<file path="src/logic/twsd_pkg.sv">
package twsd_pkg;
  // ----------------------------------------------------------------
  // Addressing and command codes
  // ----------------------------------------------------------------
  localparam logic [5:0] ADDR_FIXED_ONE_PIN = 6'h3b;  // 111011x
  localparam logic [4:0] ADDR_FIXED_TWO_PIN = 5'h1d;  // 11101yx
  localparam logic [7:0] GCALL_ADDR_BYTE    = 8'h00;
  localparam logic [7:0] GCALL_RESET_BYTE   = 8'h06;
  localparam logic [4:0] HS_CODE_TOP        = 5'h01;  // 00001xxx
  localparam logic [2:0] CMD_OTP_WRITE      = 3'h2;   // 010
  localparam logic [2:0] CMD_ACQUIRE        = 3'h1;   // 001
  // ----------------------------------------------------------------
  // Converter and store
  // ----------------------------------------------------------------
  localparam int         DAC_W        = 10;
  localparam logic [9:0] DAC_MID      = 10'h200;
  localparam logic [9:0] DAC_ZERO     = 10'h000;
  localparam logic [3:0] OTP_NONE     = 4'h0;
  localparam logic [3:0] OTP_FULL     = 4'hf;
  localparam logic [3:0] BIT_LAST     = 4'h7;
  localparam logic [3:0] BIT_ACK      = 4'h8;
  localparam int         SYNC_STAGES  = 2;

  // Line samples travelling together
  typedef struct packed {
    logic scl;
    logic sda;
  } twsd_lines_t;

  // Bus events in one cycle
  typedef struct packed {
    logic start;
    logic stop;
    logic rise;
    logic fall;
  } twsd_events_t;

  typedef enum logic [6:0] {
    ST_IDLE  = 7'b0000001,
    ST_ADDR  = 7'b0000010,
    ST_ACK   = 7'b0000100,
    ST_WRX   = 7'b0001000,
    ST_RDTX  = 7'b0010000,
    ST_RDACK = 7'b0100000,
    ST_GCALL = 7'b1000000
  } twsd_state_t;
endpackage : twsd_pkg

</file>
<file path="src/logic/twsd_sync.sv">
`timescale 1ns/100ps
`default_nettype none
module twsd_sync (
  input  wire logic                 sys_clk,
  input  wire logic                 rst,
  input  wire twsd_pkg::twsd_lines_t lines_in,
  output var  twsd_pkg::twsd_lines_t lines_out
);
  // Stage one only feeds stage two to keep metastability contained
  twsd_pkg::twsd_lines_t meta_q;
  always_ff @(posedge sys_clk or posedge rst) begin
    if (rst) begin
      meta_q    <= '1;
      lines_out <= '1;
    end else begin
      meta_q    <= lines_in;
      lines_out <= meta_q;
    end
  end
endmodule : twsd_sync
`default_nettype wire

</file>
<file path="src/logic/twsd_events.sv">
`timescale 1ns/100ps
`default_nettype none
module twsd_events (
  input  wire logic                  sys_clk,
  input  wire logic                  rst,
  input  wire twsd_pkg::twsd_lines_t lines,
  output var  twsd_pkg::twsd_events_t ev
);
  // Previous synchronised sample, the only history edges need
  twsd_pkg::twsd_lines_t prev_q;
  always_ff @(posedge sys_clk or posedge rst) begin
    if (rst) begin
      prev_q <= '1;
    end else begin
      prev_q <= lines;
    end
  end
  // Data moving while clock stays high is a condition, not data
  always_comb begin
    ev.start = prev_q.scl & lines.scl & prev_q.sda & ~lines.sda;
    ev.stop  = prev_q.scl & lines.scl & ~prev_q.sda & lines.sda;
    ev.rise  = ~prev_q.scl & lines.scl;
    ev.fall  = prev_q.scl & ~lines.scl;
  end
endmodule : twsd_events
`default_nettype wire

</file>
<file path="src/logic/twsd_front_end.sv">
// Overview of operation
// - One-pin variant matches 111011 plus low select pin level.
// - Two-pin variant matches 11101, high select, low select.
// - Slave only; clock line is purely an input, never driven.
// - START is data falling while clock high; detected here.
// - STOP is data rising while clock high; ends any transfer.
// - Matching address byte is acknowledged on the ninth clock.
// - Every transfer is eight bits then one acknowledge bit.
// - Address direction bit: high reads, low writes.
// - Standard and fast rates need no activation.
// - High-speed master code recognised for any low bits, not acked.
// - After master code, high-speed filtering is switched on.
// - High speed survives repeated START, ends at next STOP.
// - General call address always acked; data acked only if 06h.
// - General call reset reloads the converter and ends high speed; store kept.
// - Internal reset happens automatically at power-up.
// - Reset loads stored code, or mid-scale if never programmed.
// - Store takes at most four writes in total.
// - Two-byte write, MSB first; output updates only after second.
// - Read returns two bytes; top nibble is thermometer write count.
// - Single byte 001xxxxx acquires stored code, zeros if blank.
`timescale 1ns/100ps
`default_nettype none
module twsd_front_end (
  input  wire logic       sys_clk,
  input  wire logic       rst,
  input  wire logic       scl_in,
  input  wire logic       sda_in,
  output logic            sda_out,
  output logic            sda_oe,
  input  wire logic       two_pin_variant,
  input  wire logic       addr_select_low,
  input  wire logic       addr_select_high,
  output logic [9:0]      dac_code,
  output logic            hs_mode,
  output logic            otp_write_stb,
  output logic [3:0]      otp_count
);
  // ----------------------------------------------------------------
  // Synchronisation and conditions
  // ----------------------------------------------------------------
  twsd_pkg::twsd_lines_t  raw_lines;
  twsd_pkg::twsd_lines_t  lines;
  twsd_pkg::twsd_events_t ev;
  twsd_pkg::twsd_lines_t  pins_meta_q;
  twsd_pkg::twsd_lines_t  pins_q;

  assign raw_lines.scl = scl_in;
  assign raw_lines.sda = sda_in;

  twsd_sync u_sync (
    .sys_clk   (sys_clk),
    .rst       (rst),
    .lines_in  (raw_lines),
    .lines_out (lines)
  );

  twsd_events u_events (
    .sys_clk (sys_clk),
    .rst     (rst),
    .lines   (lines),
    .ev      (ev)
  );

  // Select pins are static but still come from outside the domain
  always_ff @(posedge sys_clk or posedge rst) begin
    if (rst) begin
      pins_meta_q <= '0;
      pins_q      <= '0;
    end else begin
      pins_meta_q <= '{scl: addr_select_high, sda: addr_select_low};
      pins_q      <= pins_meta_q;
    end
  end

  // ----------------------------------------------------------------
  // Address match
  // ----------------------------------------------------------------
  logic [6:0] own_addr;
  always_comb begin
    if (two_pin_variant) begin
      own_addr = {twsd_pkg::ADDR_FIXED_TWO_PIN, pins_q.scl,
                  pins_q.sda};
    end else begin
      own_addr = {twsd_pkg::ADDR_FIXED_ONE_PIN, pins_q.sda};
    end
  end

  // ----------------------------------------------------------------
  // Transaction state
  // ----------------------------------------------------------------
  twsd_pkg::twsd_state_t state_q;
  logic [3:0]  bit_q;
  logic [7:0]  shift_q;
  logic        ack_q;         // Acknowledge decided for this byte
  logic        first_q;       // Next byte is the first after address
  logic        write_q;       // Write transaction selected
  logic [7:0]  hi_q;          // First data byte of a write
  logic [1:0]  byte_q;        // Data bytes taken in this write
  logic [7:0]  tx_q;          // Read shift register
  logic        rd_lo_q;       // Second read byte in flight
  logic        gc_reset_q;    // Request for internal reset
  logic        int_rst;
  logic [7:0]  byte_in;

  // General call reset is its own internal reset, not rst, one cycle later
  assign int_rst = gc_reset_q;
  assign byte_in = {shift_q[6:0], lines.sda};

  // Sample data on rising clock; the ninth pulse carries acknowledge
  always_ff @(posedge sys_clk or posedge rst) begin
    if (rst) begin
      state_q <= twsd_pkg::ST_IDLE;
      bit_q   <= 4'h0;
      shift_q <= 8'h00;
      ack_q   <= 1'b0;
      first_q <= 1'b0;
      write_q <= 1'b0;
    end else if (ev.stop) begin
      state_q <= twsd_pkg::ST_IDLE;
      bit_q   <= 4'h0;
    end else if (ev.start) begin
      state_q <= twsd_pkg::ST_ADDR;
      bit_q   <= 4'h0;
      first_q <= 1'b1;
    end else if (ev.rise) begin
      case (state_q)
        twsd_pkg::ST_ADDR, twsd_pkg::ST_WRX, twsd_pkg::ST_GCALL: begin
          if (bit_q == twsd_pkg::BIT_ACK) begin
            bit_q <= 4'h0;
          end else begin
            shift_q <= byte_in;
            bit_q   <= bit_q + 4'h1;
          end
        end
        twsd_pkg::ST_RDTX: begin
          if (bit_q == twsd_pkg::BIT_ACK) begin
            bit_q <= 4'h0;
            // Master not acknowledging ends the read
            if (lines.sda) begin
              state_q <= twsd_pkg::ST_IDLE;
            end
          end else begin
            bit_q <= bit_q + 4'h1;
          end
        end
        default: begin
        end
      endcase
    end else if (ev.fall) begin
      case (state_q)
        twsd_pkg::ST_ADDR: begin
          if (bit_q == twsd_pkg::BIT_ACK) begin
            if (shift_q[7:3] == twsd_pkg::HS_CODE_TOP) begin
              ack_q   <= 1'b0;
              state_q <= twsd_pkg::ST_IDLE;
            end else if (shift_q == twsd_pkg::GCALL_ADDR_BYTE) begin
              ack_q   <= 1'b1;
              state_q <= twsd_pkg::ST_GCALL;
            end else if (shift_q[7:1] == own_addr) begin
              ack_q   <= 1'b1;
              write_q <= ~shift_q[0];
              state_q <= shift_q[0] ? twsd_pkg::ST_RDTX
                                    : twsd_pkg::ST_WRX;
            end else begin
              ack_q   <= 1'b0;
              state_q <= twsd_pkg::ST_IDLE;
            end
          end else if (bit_q == 4'h0) begin
            ack_q <= 1'b0;
          end
        end
        twsd_pkg::ST_WRX: begin
          if (bit_q == twsd_pkg::BIT_ACK) begin
            ack_q   <= 1'b1;
            first_q <= 1'b0;
          end else if (bit_q == 4'h0) begin
            ack_q <= 1'b0;
          end
        end
        twsd_pkg::ST_GCALL: begin
          if (bit_q == twsd_pkg::BIT_ACK) begin
            ack_q <= (shift_q == twsd_pkg::GCALL_RESET_BYTE);
            first_q <= 1'b0;
          end else if (bit_q == 4'h0) begin
            ack_q <= 1'b0;
          end
        end
        twsd_pkg::ST_RDTX: begin
          // Address ack has ended; the next ack reloads the low byte, later ones load 8'hff
          if (bit_q == 4'h0) begin
            ack_q   <= 1'b0;
            first_q <= 1'b0;
          end
        end
        default: begin
          if (bit_q == 4'h0) begin
            ack_q <= 1'b0;
          end
        end
      endcase
    end
  end

  // Reset request fires when the acked data byte's ninth pulse ends;
  // the address byte's own ack still has first_q set and never fires
  always_ff @(posedge sys_clk or posedge rst) begin
    if (rst) begin
      gc_reset_q <= 1'b0;
    end else begin
      gc_reset_q <= ev.fall && state_q == twsd_pkg::ST_GCALL &&
                    bit_q == 4'h0 && ack_q && !first_q;
    end
  end

  // ----------------------------------------------------------------
  // High-speed mode
  // ----------------------------------------------------------------
  // Filtering is the synchroniser; the flag tells the analog filter
  always_ff @(posedge sys_clk or posedge rst) begin
    if (rst) begin
      hs_mode <= 1'b0;
    end else if (int_rst || ev.stop) begin
      hs_mode <= 1'b0;
    end else if (ev.fall && state_q == twsd_pkg::ST_ADDR &&
                 bit_q == twsd_pkg::BIT_ACK &&
                 shift_q[7:3] == twsd_pkg::HS_CODE_TOP) begin
      hs_mode <= 1'b1;
    end
  end

  // ----------------------------------------------------------------
  // Converter, store and write decoding
  // ----------------------------------------------------------------
  logic [9:0] otp_code_q;
  logic       byte_done;
  logic       stop_single;

  // A whole data byte ends on the rise that samples its eighth bit
  assign byte_done = ev.rise && state_q == twsd_pkg::ST_WRX &&
                     bit_q == twsd_pkg::BIT_LAST;
  // Acquire is a lone byte closed by STOP
  assign stop_single = ev.stop && state_q == twsd_pkg::ST_WRX &&
                       byte_q == 2'h1 &&
                       hi_q[7:5] == twsd_pkg::CMD_ACQUIRE;

  always_ff @(posedge sys_clk or posedge rst) begin
    if (rst) begin
      byte_q <= 2'h0;
      hi_q   <= 8'h00;
    end else if (ev.start || ev.stop) begin
      byte_q <= 2'h0;
    end else if (byte_done) begin
      if (byte_q == 2'h0) begin
        hi_q   <= byte_in;
        byte_q <= 2'h1;
      end else begin
        byte_q <= 2'h0;
      end
    end
  end

  // Store count and code survive internal resets, like real OTP
  always_ff @(posedge sys_clk or posedge rst) begin
    if (rst) begin
      otp_count     <= twsd_pkg::OTP_NONE;
      otp_code_q    <= twsd_pkg::DAC_ZERO;
      otp_write_stb <= 1'b0;
    end else begin
      otp_write_stb <= 1'b0;
      if (byte_done && byte_q == 2'h1 &&
          hi_q[7:5] == twsd_pkg::CMD_OTP_WRITE &&
          otp_count != twsd_pkg::OTP_FULL) begin
        otp_code_q    <= {hi_q[1:0], byte_in};
        otp_count     <= {otp_count[2:0], 1'b1};
        otp_write_stb <= 1'b1;
      end
    end
  end

  always_ff @(posedge sys_clk or posedge rst) begin
    if (rst) begin
      dac_code <= twsd_pkg::DAC_MID;
    end else if (int_rst) begin
      dac_code <= (otp_count == twsd_pkg::OTP_NONE) ?
                  twsd_pkg::DAC_MID : otp_code_q;
    end else if (stop_single) begin
      dac_code <= otp_code_q;
    end else if (byte_done && byte_q == 2'h1) begin
      if (hi_q[7:5] == twsd_pkg::CMD_OTP_WRITE) begin
        if (otp_count != twsd_pkg::OTP_FULL) begin
          dac_code <= {hi_q[1:0], byte_in};
        end
      end else if (hi_q[7:5] != twsd_pkg::CMD_ACQUIRE) begin
        dac_code <= {hi_q[1:0], byte_in};
      end
    end
  end

  // ----------------------------------------------------------------
  // Read data and line drive
  // ----------------------------------------------------------------
  // Load on the fall before the address ack, reload on the fall after each later ack; shift on the fall after each data bit
  always_ff @(posedge sys_clk or posedge rst) begin
    if (rst) begin
      tx_q    <= 8'hff;
      rd_lo_q <= 1'b0;
    end else if (ev.start || ev.stop) begin
      rd_lo_q <= 1'b0;
    end else if (ev.fall && state_q == twsd_pkg::ST_ADDR &&
                 bit_q == twsd_pkg::BIT_ACK) begin
      tx_q    <= {otp_count, 2'b00, dac_code[9:8]};
      rd_lo_q <= 1'b0;
    end else if (ev.fall && state_q == twsd_pkg::ST_RDTX) begin
      if (bit_q == 4'h0 && !first_q) begin
        tx_q    <= rd_lo_q ? 8'hff : dac_code[7:0];
        rd_lo_q <= 1'b1;
      end else if (bit_q != 4'h0) begin
        tx_q <= {tx_q[6:0], 1'b1};
      end
    end
  end

  // First read byte follows the address ack; clear first_q there
  logic rd_drive;
  assign rd_drive = state_q == twsd_pkg::ST_RDTX &&
                    bit_q != twsd_pkg::BIT_ACK && !ack_q;

  // Drive moves only the cycle after a clock fall, once ack and shift
  // state have settled; moving in the high phase would fake a STOP
  logic fall_d_q;
  always_ff @(posedge sys_clk or posedge rst) begin
    if (rst) begin
      fall_d_q <= 1'b0;
    end else begin
      fall_d_q <= ev.fall;
    end
  end

  // Open drain: only ever pull low, otherwise release
  always_ff @(posedge sys_clk or posedge rst) begin
    if (rst) begin
      sda_oe <= 1'b0;
    end else if (fall_d_q) begin
      sda_oe <= ack_q | (rd_drive & ~tx_q[7]);
    end
  end
  assign sda_out = 1'b0;
endmodule : twsd_front_end
`default_nettype wire

</file>
<file path="config.mk">
export PLATFORM = sky130hd
export DESIGN_NAME = twsd_front_end
export DESIGN_NICKNAME = d
export VERILOG_FILES = /design/src/logic/twsd_pkg.sv /design/src/logic/twsd_sync.sv /design/src/logic/twsd_events.sv /design/src/logic/twsd_front_end.sv
export SDC_FILE = /design/constraint.sdc
export NUM_CORES = 1
export LEC_CHECK = 0
export ABC_CLOCK_PERIOD_IN_PS = 6600
export BUFFER_PORTS_ARGS = -buffer_cell sky130_fd_sc_hd__clkbuf_2
export CAP_MARGIN = 20
export CORE_MARGIN = 1
export CORE_UTILIZATION = 46
export DETAILED_ROUTE_END_ITERATION = 10
export PLACE_DENSITY = 0.66
export SETUP_SLACK_MARGIN = 0.05
export SLEW_MARGIN = 40
export SYNTH_ARGS = -nofsm -noshare
export SYNTH_HDL_FRONTEND = slang
export SYNTH_SLANG_ARGS = --single-unit
</file>
<file path="constraint.sdc">
create_clock -name sys_clk -period 6.6 [get_ports sys_clk]
set_input_delay 1.32 -clock sys_clk [delete_from_list [all_inputs] [get_ports sys_clk]]
set_output_delay 1.32 -clock sys_clk [all_outputs]
set_load 0.02 [all_outputs]
</file>
# Yosys cells after proc, flatten, opt, wreduce, memory -nomap -nowiden
# Cells that the tools add are included.
totals:
  reg_bits: 79
  input_bits: 7
  out_inout_bits: 18
  wordCells: 178
op_classes:
  n_addsub: 1
  eq_ne: 21
  muxes: 55
  bitwise_logic: 19
  reduce_logical: 55
ops:
  columns: ["cell", "n"]
  rows:
  - ["$mux W7", 11]
  - ["$mux W10", 7]
  - ["$mux W8", 5]
  - ["$reduce_bool A3 Y1", 8]
  - ["$mux W1", 20]
  - ["$mux W4", 5]
  - ["$logic_and A1 B1 Y1", 19]
  - ["$reduce_bool A4 Y1", 4]
  - ["$mux W5", 2]
  - ["$not A1 Y1", 10]
  - ["$reduce_and A5 Y1", 2]
  - ["$reduce_and A3 Y1", 3]
  - ["$and A1 B1 Y1", 8]
  - ["$eq A8 B3 Y1 const B", 1]
  - ["$logic_not A4 Y1", 2]
  - ["$logic_not A8 Y1", 1]
  - ["$ne A4 B1 Y1 const B", 2]
  - ["$ne A4 B4 Y1 const B", 2]
  - ["$reduce_bool A2 Y1", 4]
  - ["$eq A7 B2 Y1 const B", 1]
  - ["$eq A7 B4 Y1 const B", 1]
  - ["$eq A7 B5 Y1 const B", 1]
  - ["$eq A7 B7 Y1", 1]
  - ["$eq A7 B7 Y1 const B", 1]
  - ["24 further kinds", 30]

# Depth between registers and ports, before layout
# Gate-level depths: netlist (run 1).
logic_depth:
  depth_word: 11
  ltp_mapped: 8
  ltp_nobuf: 7

# By module
# Synthesis (run 1) repeated with hierarchy kept, for this count alone.
hier_totals:
  cells_unflattened: 322
  area_unflattened_um2: 3520.9
by_module_without_submodules:
  columns: ["module", "instances", "cells_each", "area_per_inst_um2", "seq_area_each_um2"]
  rows:
  - ["twsd_front_end", 1, 310, 3323.2, 1689.1]
  - ["twsd_sync", 1, 5, 108.9, 105.1]
  - ["twsd_events", 1, 7, 88.8, 52.6]

# Worst setup path after synthesis (run 1)
# Ideal clock, no wire load.
synth_path:
  path_kind: "input-to-reg"
  startpoint: "input port two_pin_variant"
  endpoint: "register state_q[3]"
  setup_time_ps: 67
  arrival_time_ps: 2339
  required_ps: 6533
  setup_slack_ps: 4195
  stages: 5
  n_path_buf: 0
  path_cell_list: "nor2b_1 xnor2_1 or4_4 nor3_2 a32o_2"
synth_via:
  elab_chain_cells: 11
synth_lines:
  columns: ["element", "line", "rtl"]
  rows:
  - ["from (decl)", "twsd_front_end.sv:31", "input wire logic two_pin_variant,"]
  - ["$mux W2", "twsd_front_end.sv:81", "if (two_pin_variant) begin"]
  - ["$eq A7 B7 Y1", "twsd_front_end.sv:160", "end else if (shift_q[7:1] == own_addr) begin"]
  - ["$mux W5", "twsd_front_end.sv:160", null]
  - ["$mux W7", "twsd_front_end.sv:157", "end else if (shift_q == twsd_pkg::GCALL_ADDR_BYTE) begin"]
  - ["$mux W7", "twsd_front_end.sv:154", "if (shift_q[7:3] == twsd_pkg::HS_CODE_TOP) begin"]
  - ["$mux W7", "twsd_front_end.sv:153", "if (bit_q == twsd_pkg::BIT_ACK) begin"]
  - ["$mux W7", "twsd_front_end.sv:151", "case (state_q)"]
  - ["$mux W7", "twsd_front_end.sv:150", "end else if (ev.fall) begin"]
  - ["$mux W7", "twsd_front_end.sv:126", "end else if (ev.rise) begin"]
  - ["$mux W7", "twsd_front_end.sv:122", "end else if (ev.start) begin"]
  - ["$mux W7", "twsd_front_end.sv:119", "end else if (ev.stop) begin"]
  - ["to (signal assigned)", "twsd_front_end.sv:120", "state_q <= twsd_pkg::ST_IDLE;"]
  - ["to (signal assigned)", "twsd_front_end.sv:123", "state_q <= twsd_pkg::ST_ADDR;"]
  - ["to (signal assigned)", "twsd_front_end.sv:156", "state_q <= twsd_pkg::ST_IDLE;"]
  - ["to (decl)", "twsd_front_end.sv:92", "twsd_pkg::twsd_state_t state_q;"]
# No other way between the ends. The select of a mux whose other input is x is not followed.
# A chain may end at the register's enable or synchronous reset.

# Worst setup path after layout (run 1)
layout_path:
  startpoint: "register u_sync.lines_out[1] (netlist bit)"
  endpoint: "register otp_code_q[2]"
layout_via:
  elab_chain_cells: 6
layout_lines:
  columns: ["element", "line", "rtl"]
  rows:
  - ["from (decl)", "twsd_sync.sv:7", "output var twsd_pkg::twsd_lines_t lines_out"]
  - ["from (signal assigned)", "twsd_sync.sv:17", "lines_out <= meta_q;"]
  - ["$and A1 B1 Y1", "twsd_events.sv:22", "ev.rise = ~prev_q.scl & lines.scl;"]
  - ["$logic_and A1 B1 Y1 (2 in a row)", "twsd_front_end.sv:240", "assign byte_done = ev.rise && state_q == twsd_pkg::ST_WRX &&"]
  - ["$logic_and A1 B1 Y1 (2 in a row)", "twsd_front_end.sv:271", "if (byte_done && byte_q == 2'h1 &&"]
  - ["$logic_and A1 B1 Y1", "twsd_front_end.sv:272", "hi_q[7:5] == twsd_pkg::CMD_OTP_WRITE &&"]
  - ["to (signal assigned)", "twsd_front_end.sv:267", "otp_code_q <= twsd_pkg::DAC_ZERO;"]
  - ["to (signal assigned)", "twsd_front_end.sv:274", "otp_code_q <= {hi_q[1:0], byte_in};"]
  - ["to (decl)", "twsd_front_end.sv:235", "logic [9:0] otp_code_q;"]
# No other way between the ends.

==> tab_implementation.tex, run 1 <==
\begin{tabular}{lr}
\hline
Metric & Value \\
\hline
\multicolumn{2}{l}{\textbf{Status}} \\
Status & finished, final reports clean \\
\multicolumn{2}{l}{\textbf{Timing}} \\
Fmax & around 0.39 GHz \\
Unrepaired setup endpoints after global routing & no \\
Slew at the pin closest to its max-slew limit & approximately 690 ps \\
Final critical-path required period & between 2000 and 3000 ps \\
Final period utilization & a little under 40\% \\
Setup\_tns & 0 ps \\
Worst Skew & about 7.3 ps \\
Worst-case headroom to the max-slew limit & between 50\% and 60\% \\
Final hold violations & 0 \\
Final Max Tran Viols & 0 \\
Final count of negative-setup-slack endpoints & 0 \\
\multicolumn{2}{l}{\textbf{Detailed routing}} \\
Overall routed net length & between 7000 and 8000 um \\
Vias after detailed routing & 2474 \\
First-pass detailed-route iteration total & 4 \\
Residual DRC count & 0 \\
Vias/cell & 5.56 \\
Final ANT Viol Nets & 0 \\
Violation count after the first detailed-routing iteration & 123 \\
Drt wl/cell & between 15 and 20 um \\
\multicolumn{2}{l}{\textbf{Clock network}} \\
Hold-fix buffers at CTS & 0 \\
\# clock sinks & between 70 and 80 \\
Clock insertion delay at the later pin of the skew report & roughly 350 ps \\
TritonCTS Buffers & 9 \\
Clock-pin slew reported for the worst setup and hold paths after clock tree synthesis & about 80 ps \\
Buffer type at the clock tree root & sky130\_fd\_sc\_hd\_\_clkbuf\_8 \\
CTS tree & built \\
Number of setup buffers added after CTS & 0 \\
Clock Tree Buf Depth & 2 \\
Number of resized instances in the post-cts repair step & 0 \\
Number of levels in the clock H-tree & 3 \\
\multicolumn{2}{l}{\textbf{Global routing}} \\
Largest net degree at the start of global routing & 74 \\
Number of global-route vias before repair & 2374 \\
Initial antenna violation count & 0 \\
Total global routing track utilization & 19.3\% \\
Residual overflow from global routing & 0 \\
First-pass GRT wire length & roughly 12000 um \\
\multicolumn{2}{l}{\textbf{Setup path}} \\
Crit path arrival time & between 2000 and 3000 ps \\
Category of cells accounting for the largest share of critical-path delay & simple AND/OR/NAND/NOR gates \\
Maximum fanout encountered on the critical timing path & 11 \\
CP max stage delay & between 500 and 600 ps \\
Cell-by-cell listing of the critical path & ha\_1 > and4b\_1 > nand4\_1 > nor2\_2 > nand2\_1 > mux2\_2 \\
Start-to-end type of the worst setup path & reg2reg \\
Worst Setup End Kind & flop \\
CP bufs+invs & 0 \\
Library cell contributing the largest single delay on the critical path & sky130\_fd\_sc\_hd\_\_dfstp\_2 \\
Startpoint Class & flop \\
Endpoint required time on the critical path & slightly below 7000 ps \\
\multicolumn{2}{l}{\textbf{Worst hold path}} \\
Path class of the lowest-slack min-delay path & reg2reg \\
\multicolumn{2}{l}{\textbf{Synth}} \\
Number of storage elements in the synthesis netlist & 73 \\
Synth area leaders & sky130\_fd\_sc\_hd\_\_dfrtp\_1 (39\%), sky130\_fd\_sc\_hd\_\_dfstp\_2 (11\%), sky130\_fd\_sc\_hd\_\_mux2\_2 (11\%), sky130\_fd\_sc\_hd\_\_mux2i\_1 (3.8\%), sky130\_fd\_sc\_hd\_\_nor2\_1 (3.5\%) \\
Synthesis warning total & 0 \\
Compound-cell area share of the yosys netlist & 9.19\% \\
Cell count after synthesis & 320 \\
Syn avg cell area & about 11 um2 \\
Area of the mapped netlist & around 3700 um2 \\
Yosys top cell area share & approximately two fifths \\
Library cell with the highest instance count after synthesis & sky130\_fd\_sc\_hd\_\_dfrtp\_1 \\
Number of enable flip-flop cells after synthesis & 0 \\
Synthesized-area fraction occupied by adder cells & under 10\% \\
Share of synthesized area occupied by flip-flops and latches & between 50\% and 60\% \\
Cell accounting for the most synthesized area & sky130\_fd\_sc\_hd\_\_dfrtp\_1 \\
Post-synthesis mux area share & about 15\% \\
Top FF cell, synth & sky130\_fd\_sc\_hd\_\_dfrtp\_1 \\
FFs w/ async S/R, synth & 100\% \\
Largest family of logic cells by synthesized area & simple AND/OR/NAND/NOR gates \\
Top post-synthesis cells by count & sky130\_fd\_sc\_hd\_\_dfrtp\_1 (57), sky130\_fd\_sc\_hd\_\_mux2\_2 (37), sky130\_fd\_sc\_hd\_\_nor2\_1 (34) \\
Number of library cell types mapped by synthesis & 65 \\
Net count after synthesis & 332 \\
Post-Synth Simple-Gate Area & between 10\% and 20\% \\
Xor and xnor fraction of the mapped netlist area & around 1.4\% \\
\multicolumn{2}{l}{\textbf{Layout}} \\
Fraction of final layout cells sized beyond drive strength 1 & between 30\% and 40\% \\
Final-stage net count & 350 \\
Total inserted antenna cells & 0 \\
Area growth syn-to-layout & 10.4\% \\
Fill cell count & a little under 700 \\
Area of all placed cells without fillers & 4040 um2 \\
\multicolumn{2}{l}{\textbf{Floorplan}} \\
Die outline area & $\sim$8300 um2 \\
Die width & 91.2 um \\
Starting Density & 47.4\% \\
Chip Height & between 90 and 100 um \\
Site Rows & 32 \\
I/O pin total & 25 \\
Area of the core region & $\sim$7700 um2 \\
\multicolumn{2}{l}{\textbf{Power and ir drop}} \\
Ratio of total power to cell area & about 280 nW/um2 \\
IR Drop Worst-Case VDD & roughly 0.23 mV \\
Leak & between 1.5 and 2 nW \\
\multicolumn{2}{l}{\textbf{Place}} \\
Post-detail-place hpwl & 4950 um \\
Cell area after placement & around 3800 um2 \\
Count of buffers from port buffering & 23 \\
RD Place Congestion & 0.854 \\
\multicolumn{2}{l}{\textbf{Job}} \\
MaxCap Viol Count & 0 \\
\hline
\end{tabular}
-- power breakdown --
group | switching, mW | internal (mW)
clock | 0.172 | 0.214
combinational | 0.101 | 0.0812
sequential | 0.0799 | 0.484
-- kinds of logic (layout without fill, tap and decap cells) --
group / Yosys count / in the layout
compound gates: 48 / 48
xor+xnor: 6 / 6
fa+ha+maj: 5 / 5
buf+inv: 26 / 49
flops: 73 / 73
mux: 51 / 51
other cells: 1 / 1
simple gates: 110 / 110
-- per-layer routing --
metal / wire, um / up-vias / track usage [%] / share of wire, %
met5: 0 / - / 0 / 0
li1: - / 1181 / - / -
met2: 3400 / 46 / 28.7 / 46
met3: 201 / 8 / 3.60 / 2.7
met4: 91 / 0 / 7.54 / 1.2
met1: 3650 / 1239 / 27.9 / 50
-- flip-flops by register name (all words and copies together) (netlist names), 4 cells and up --
name        cells
bit_q           4
dac_code       10
hi_q            5
otp_code_q     10
otp_count       4
shift_q         8
state_q         5
tx_q            8
-- metrics by stage --
step	power (mW)	hold slack [ps]	util, %	setup WS, ps	std cells
floorplan	0.699	331	-	3450	320
global placement	0.746	333	49.3	4010	428
detailed placement	0.752	340	49.4	4060	428
CTS	1.14	359	52.2	4020	444
global route	1.19	367	52.3	3920	445
finish	1.13	355	52.3	4060	445
-- area by class of cell --
cell class / instances / area (um2) / share of cell area [%]
flip-flops and latches: 73 / 1850 / 45.7
multi-input cells: 221 / 1690 / 41.7
repair buffers: 25 / 134 / 3.31
clock buffers: 10 / 128 / 3.16
well taps: 102 / 128 / 3.16
clock inverters: 6 / 91.3 / 2.26
inverters: 8 / 30.0 / 0.743
-- final timing paths --
kind	from	to	slack (ps)	depth (start not counted)
worst min-delay path	pins_meta_q[0]	pins_q[0]	350	0
max in group asynchronous	rst	first_q	5040	3
worst max-delay path	u_sync.lines_out[1]	otp_code_q[2]	4060	6
min in group asynchronous	rst	pins_meta_q[1]	1110	3
worst min register to register	pins_meta_q[0]	pins_q[0]	350	0
worst max register to register	u_sync.lines_out[1]	otp_code_q[2]	4060	6
-- cell usage in the layout, fill, tap and decap left out, types with 3 or more instances in the layout --
| cell | n |
|---|---|
| sky130_fd_sc_hd__mux2i_1 | 14 |
| sky130_fd_sc_hd__nor3b_1 | 3 |
| sky130_fd_sc_hd__ha_1 | 5 |
| sky130_fd_sc_hd__nor4_1 | 3 |
| sky130_fd_sc_hd__nor3_1 | 3 |
| sky130_fd_sc_hd__inv_1 | 7 |
| sky130_fd_sc_hd__o21ai_0 | 14 |
| sky130_fd_sc_hd__xor2_1 | 3 |
| sky130_fd_sc_hd__dfstp_2 | 16 |
| sky130_fd_sc_hd__nand3_1 | 6 |
| sky130_fd_sc_hd__xnor2_1 | 3 |
| sky130_fd_sc_hd__a21o_1 | 3 |
| sky130_fd_sc_hd__a21oi_1 | 10 |
| sky130_fd_sc_hd__nor2b_1 | 3 |
| sky130_fd_sc_hd__clkbuf_8 | 9 |
| sky130_fd_sc_hd__nand4b_1 | 3 |
| sky130_fd_sc_hd__a31oi_1 | 3 |
| sky130_fd_sc_hd__nand2_1 | 24 |
| sky130_fd_sc_hd__a211oi_1 | 4 |
| sky130_fd_sc_hd__mux2_2 | 37 |
| sky130_fd_sc_hd__clkinvlp_4 | 3 |
| sky130_fd_sc_hd__nor2_1 | 34 |
| sky130_fd_sc_hd__dfrtp_1 | 57 |
| sky130_fd_sc_hd__clkbuf_2 | 23 |
No activity file was read; power rests on OpenSTA's default activity.
==> run 2: changes to the inputs <==
Settings changed: ABC_CLOCK_PERIOD_IN_PS 6600 to 2300, PLACE_DENSITY 0.66 to 0.69.
Clock period 6.6 ns to 2.3 ns, I/O delays scaled along.
==> tab_implementation.tex, run 2 (synthesis results as in run 1) <==
\begin{tabular}{lr}
\hline
Metric & Value \\
\hline
\multicolumn{2}{l}{\textbf{Timing}} \\
Unrepaired setup endpoints after global routing & no (unchanged) \\
Final Max Tran Viols & 0 (unchanged) \\
Worst-case headroom to the max-slew limit & 65.1\% (was 54.1\%) \\
Setup\_tns & 0 ps (unchanged) \\
Worst Skew & 8.55 ps (was 7.34 ps) \\
Final critical-path required period & 2140 ps (was 2540 ps) \\
Slew at the pin closest to its max-slew limit & 523 ps (was 686 ps) \\
Final hold violations & 0 (unchanged) \\
Post-route setup slack & 164 ps (was 4060 ps) \\
Final count of negative-setup-slack endpoints & 0 (unchanged) \\
Final period utilization & 92.8\% (was 38.5\%) \\
Fmax & 0.468 GHz (was 0.393 GHz) \\
\multicolumn{2}{l}{\textbf{Setup path}} \\
Library cell contributing the largest single delay on the critical path & sky130\_fd\_sc\_hd\_\_dfstp\_2 (unchanged) \\
Cell-by-cell listing of the critical path & ha\_1 > or4bb\_1 > nor4\_4 > a311oi\_4 > nor3\_2 > a32o\_2 (was ha\_1 > and4b\_1 > nand4\_1 > nor2\_2 > nand2\_1 > mux2\_2) \\
CP max stage delay & 560 ps (about the same) \\
Start-to-end type of the worst setup path & reg2reg (unchanged) \\
Endpoint required time on the critical path & 2590 ps (was 6830 ps) \\
Startpoint Class & flop (unchanged) \\
Crit path arrival time & 2430 ps (was 2780 ps) \\
Maximum fanout encountered on the critical timing path & 8 (was 11) \\
Register-to-Register Setup Slack & 160 ps (was 4060 ps) \\
Worst Setup End Kind & flop (unchanged) \\
\multicolumn{2}{l}{\textbf{Global routing}} \\
Initial antenna violation count & 0 (unchanged) \\
Residual overflow from global routing & 0 (unchanged) \\
Number of global-route vias before repair & 2386 (was 2374) \\
Global routing usage on met3 & 4.69\% (was 3.60\%) \\
Total global routing track utilization & 19.2\% (was 19.3\%) \\
Met1 demand-to-capacity share in global routing & 26.5\% (was 27.9\%) \\
First-pass GRT wire length & 12200 um (was 12400 um) \\
Largest net degree at the start of global routing & 74 (unchanged) \\
Busiest layer in global routing & met2 (unchanged) \\
Met2 Resource Use GR & 28.8\% (was 28.7\%) \\
\multicolumn{2}{l}{\textbf{Detailed routing}} \\
Vias after detailed routing & 2525 (was 2474) \\
Vias/cell & 5.59 (was 5.56) \\
Overall routed net length & 7340 um (was 7350 um) \\
Drt wl/cell & 16.2 um (was 16.5 um) \\
Final ANT Viol Nets & 0 (unchanged) \\
Violation count after the first detailed-routing iteration & 207 (was 123) \\
First-pass detailed-route iteration total & 5 (was 4) \\
Residual DRC count & 0 (unchanged) \\
\multicolumn{2}{l}{\textbf{Layout}} \\
Area growth syn-to-layout & 11.6\% (was 10.4\%) \\
Largest regs & dac\_code x10, otp\_code\_q x10 (unchanged) \\
Area of all placed cells without fillers & 4090 um2 (was 4040 um2) \\
Fill cell count & 665 (was 693) \\
Commonest non-fill, non-tap cell in the layout & sky130\_fd\_sc\_hd\_\_dfrtp\_1 (unchanged) \\
Cell Count, Final, Fillers Out & 452 (was 445) \\
Final-stage net count & 357 (was 350) \\
Fraction of final layout cells sized beyond drive strength 1 & 34.6\% (was 32.9\%) \\
Commonest cells after routing, fill and taps aside & sky130\_fd\_sc\_hd\_\_dfrtp\_1 (57), sky130\_fd\_sc\_hd\_\_mux2\_2 (37), sky130\_fd\_sc\_hd\_\_nor2\_1 (34) (unchanged) \\
Total inserted antenna cells & 0 (unchanged) \\
\multicolumn{2}{l}{\textbf{Clock network}} \\
TritonCTS Buffers & 9 (unchanged) \\
Clock Tree Buf Depth & 2 (unchanged) \\
Number of levels in the clock H-tree & 3 (unchanged) \\
CTS tree & built (unchanged) \\
Clock-pin slew reported for the worst setup and hold paths after clock tree synthesis & 80 ps (about the same) \\
\# clock sinks & 73 (unchanged) \\
Buffer type at the clock tree root & sky130\_fd\_sc\_hd\_\_clkbuf\_8 (unchanged) \\
Clock insertion delay at the later pin of the skew report & 350 ps (about the same) \\
\multicolumn{2}{l}{\textbf{Floorplan}} \\
Die outline area & 8320 um2 (unchanged) \\
Starting Density & 47.4\% (unchanged) \\
I/O pin total & 25 (unchanged) \\
Die width & 91.2 um (unchanged) \\
Area of the core region & 7730 um2 (unchanged) \\
Chip Height & 91.2 um (unchanged) \\
Site Rows & 32 (unchanged) \\
\multicolumn{2}{l}{\textbf{Place}} \\
Number of placed instances, taps included & 435 (was 428) \\
Count of buffers from port buffering & 23 (unchanged) \\
RD Place Congestion & 0.848 (was 0.854) \\
Post-detail-place hpwl & 5050 um (was 4950 um) \\
Cell area after placement & 3870 um2 (was 3820 um2) \\
Post-Place Worst Slack & 108 ps (was 4060 ps) \\
\multicolumn{2}{l}{\textbf{Job}} \\
MaxCap Viol Count & 0 (unchanged) \\
\multicolumn{2}{l}{\textbf{Power and ir drop}} \\
Leak & 1.83 nW (was 1.79 nW) \\
IR Drop Worst-Case VDD & 0.498 mV (was 0.234 mV) \\
Ratio of total power to cell area & 778 nW/um2 (was 280 nW/um2) \\
PnR Total Power & 3.18 mW (was 1.13 mW) \\
\multicolumn{2}{l}{\textbf{Status}} \\
Status & finished, final reports clean (unchanged) \\
\multicolumn{2}{l}{\textbf{Worst hold path}} \\
Path class of the lowest-slack min-delay path & in2reg (was reg2reg) \\
\hline
\end{tabular}
==> run 2: area by class of cell <==
type | count | area, um2 | area share, %
Timing Repair Buffer | 32 | 195 | 4.77
Clock inverter | 5 | 63.8 | 1.56
Clock buffer | 11 | 141 | 3.46
Inverter | 8 | 33.8 | 0.826
Sequential cell | 73 | 1850 | 45.2
Tap cell | 102 | 128 | 3.12
Multi-Input combinational cell | 221 | 1680 | 41.1
==> run 2: timing repair <==
item	4_1_cts	5_1_grt
setup endpoints to repair	0	17
gates resized for setup	0	1
hold buffers	0	0
setup buffers	0	1
==> run 2: critical path, delay by kind of cell, from the launching register on <==
kind | cells | cell delay, ps
compound gates | 2 | 300
fa+ha+maj | 1 | 230
flops | 1 | 560
simple gates | 3 | 980
==> run 2: final timing paths <==
check / from / to / depth (start not counted)
max: u_sync.lines_out[1] / state_q[3] / 6
min: sda_in / u_sync.meta_q[0] / 1
max reg2reg: u_sync.lines_out[1] / state_q[3] / 6
min reg2reg: pins_meta_q[0] / pins_q[0] / 0
max in group asynchronous: rst / u_events.prev_q[0] / 3
min in group asynchronous: rst / otp_write_stb / 3
==> run 2: routing by layer <==
metal / routed length, um / part of all wire (%) / vias up
met1: 3490 / 47 / 1255
met4: 94 / 1.3 / 0
met5: 0 / 0 / -
met3: 361 / 4.9 / 8
met2: 3400 / 46 / 68
li1: - / - / 1194
==> run 2: metrics by stage <==
step                      utilization, %  hold WS [ps]
after detailed placement            50.1           339
final                               52.9           182
after CTS                           52.8           170
after global routing                52.9           161
after floorplan                        -           331
after global placement              50.1           335
==> run 2: power by group <==
part / switching [mW] / leakage (nW) / internal, mW
Combinational: 0.295 / 0.788 / 0.242
Sequential: 0.217 / 0.937 / 1.39
Clock: 0.498 / 0.100 / 0.538
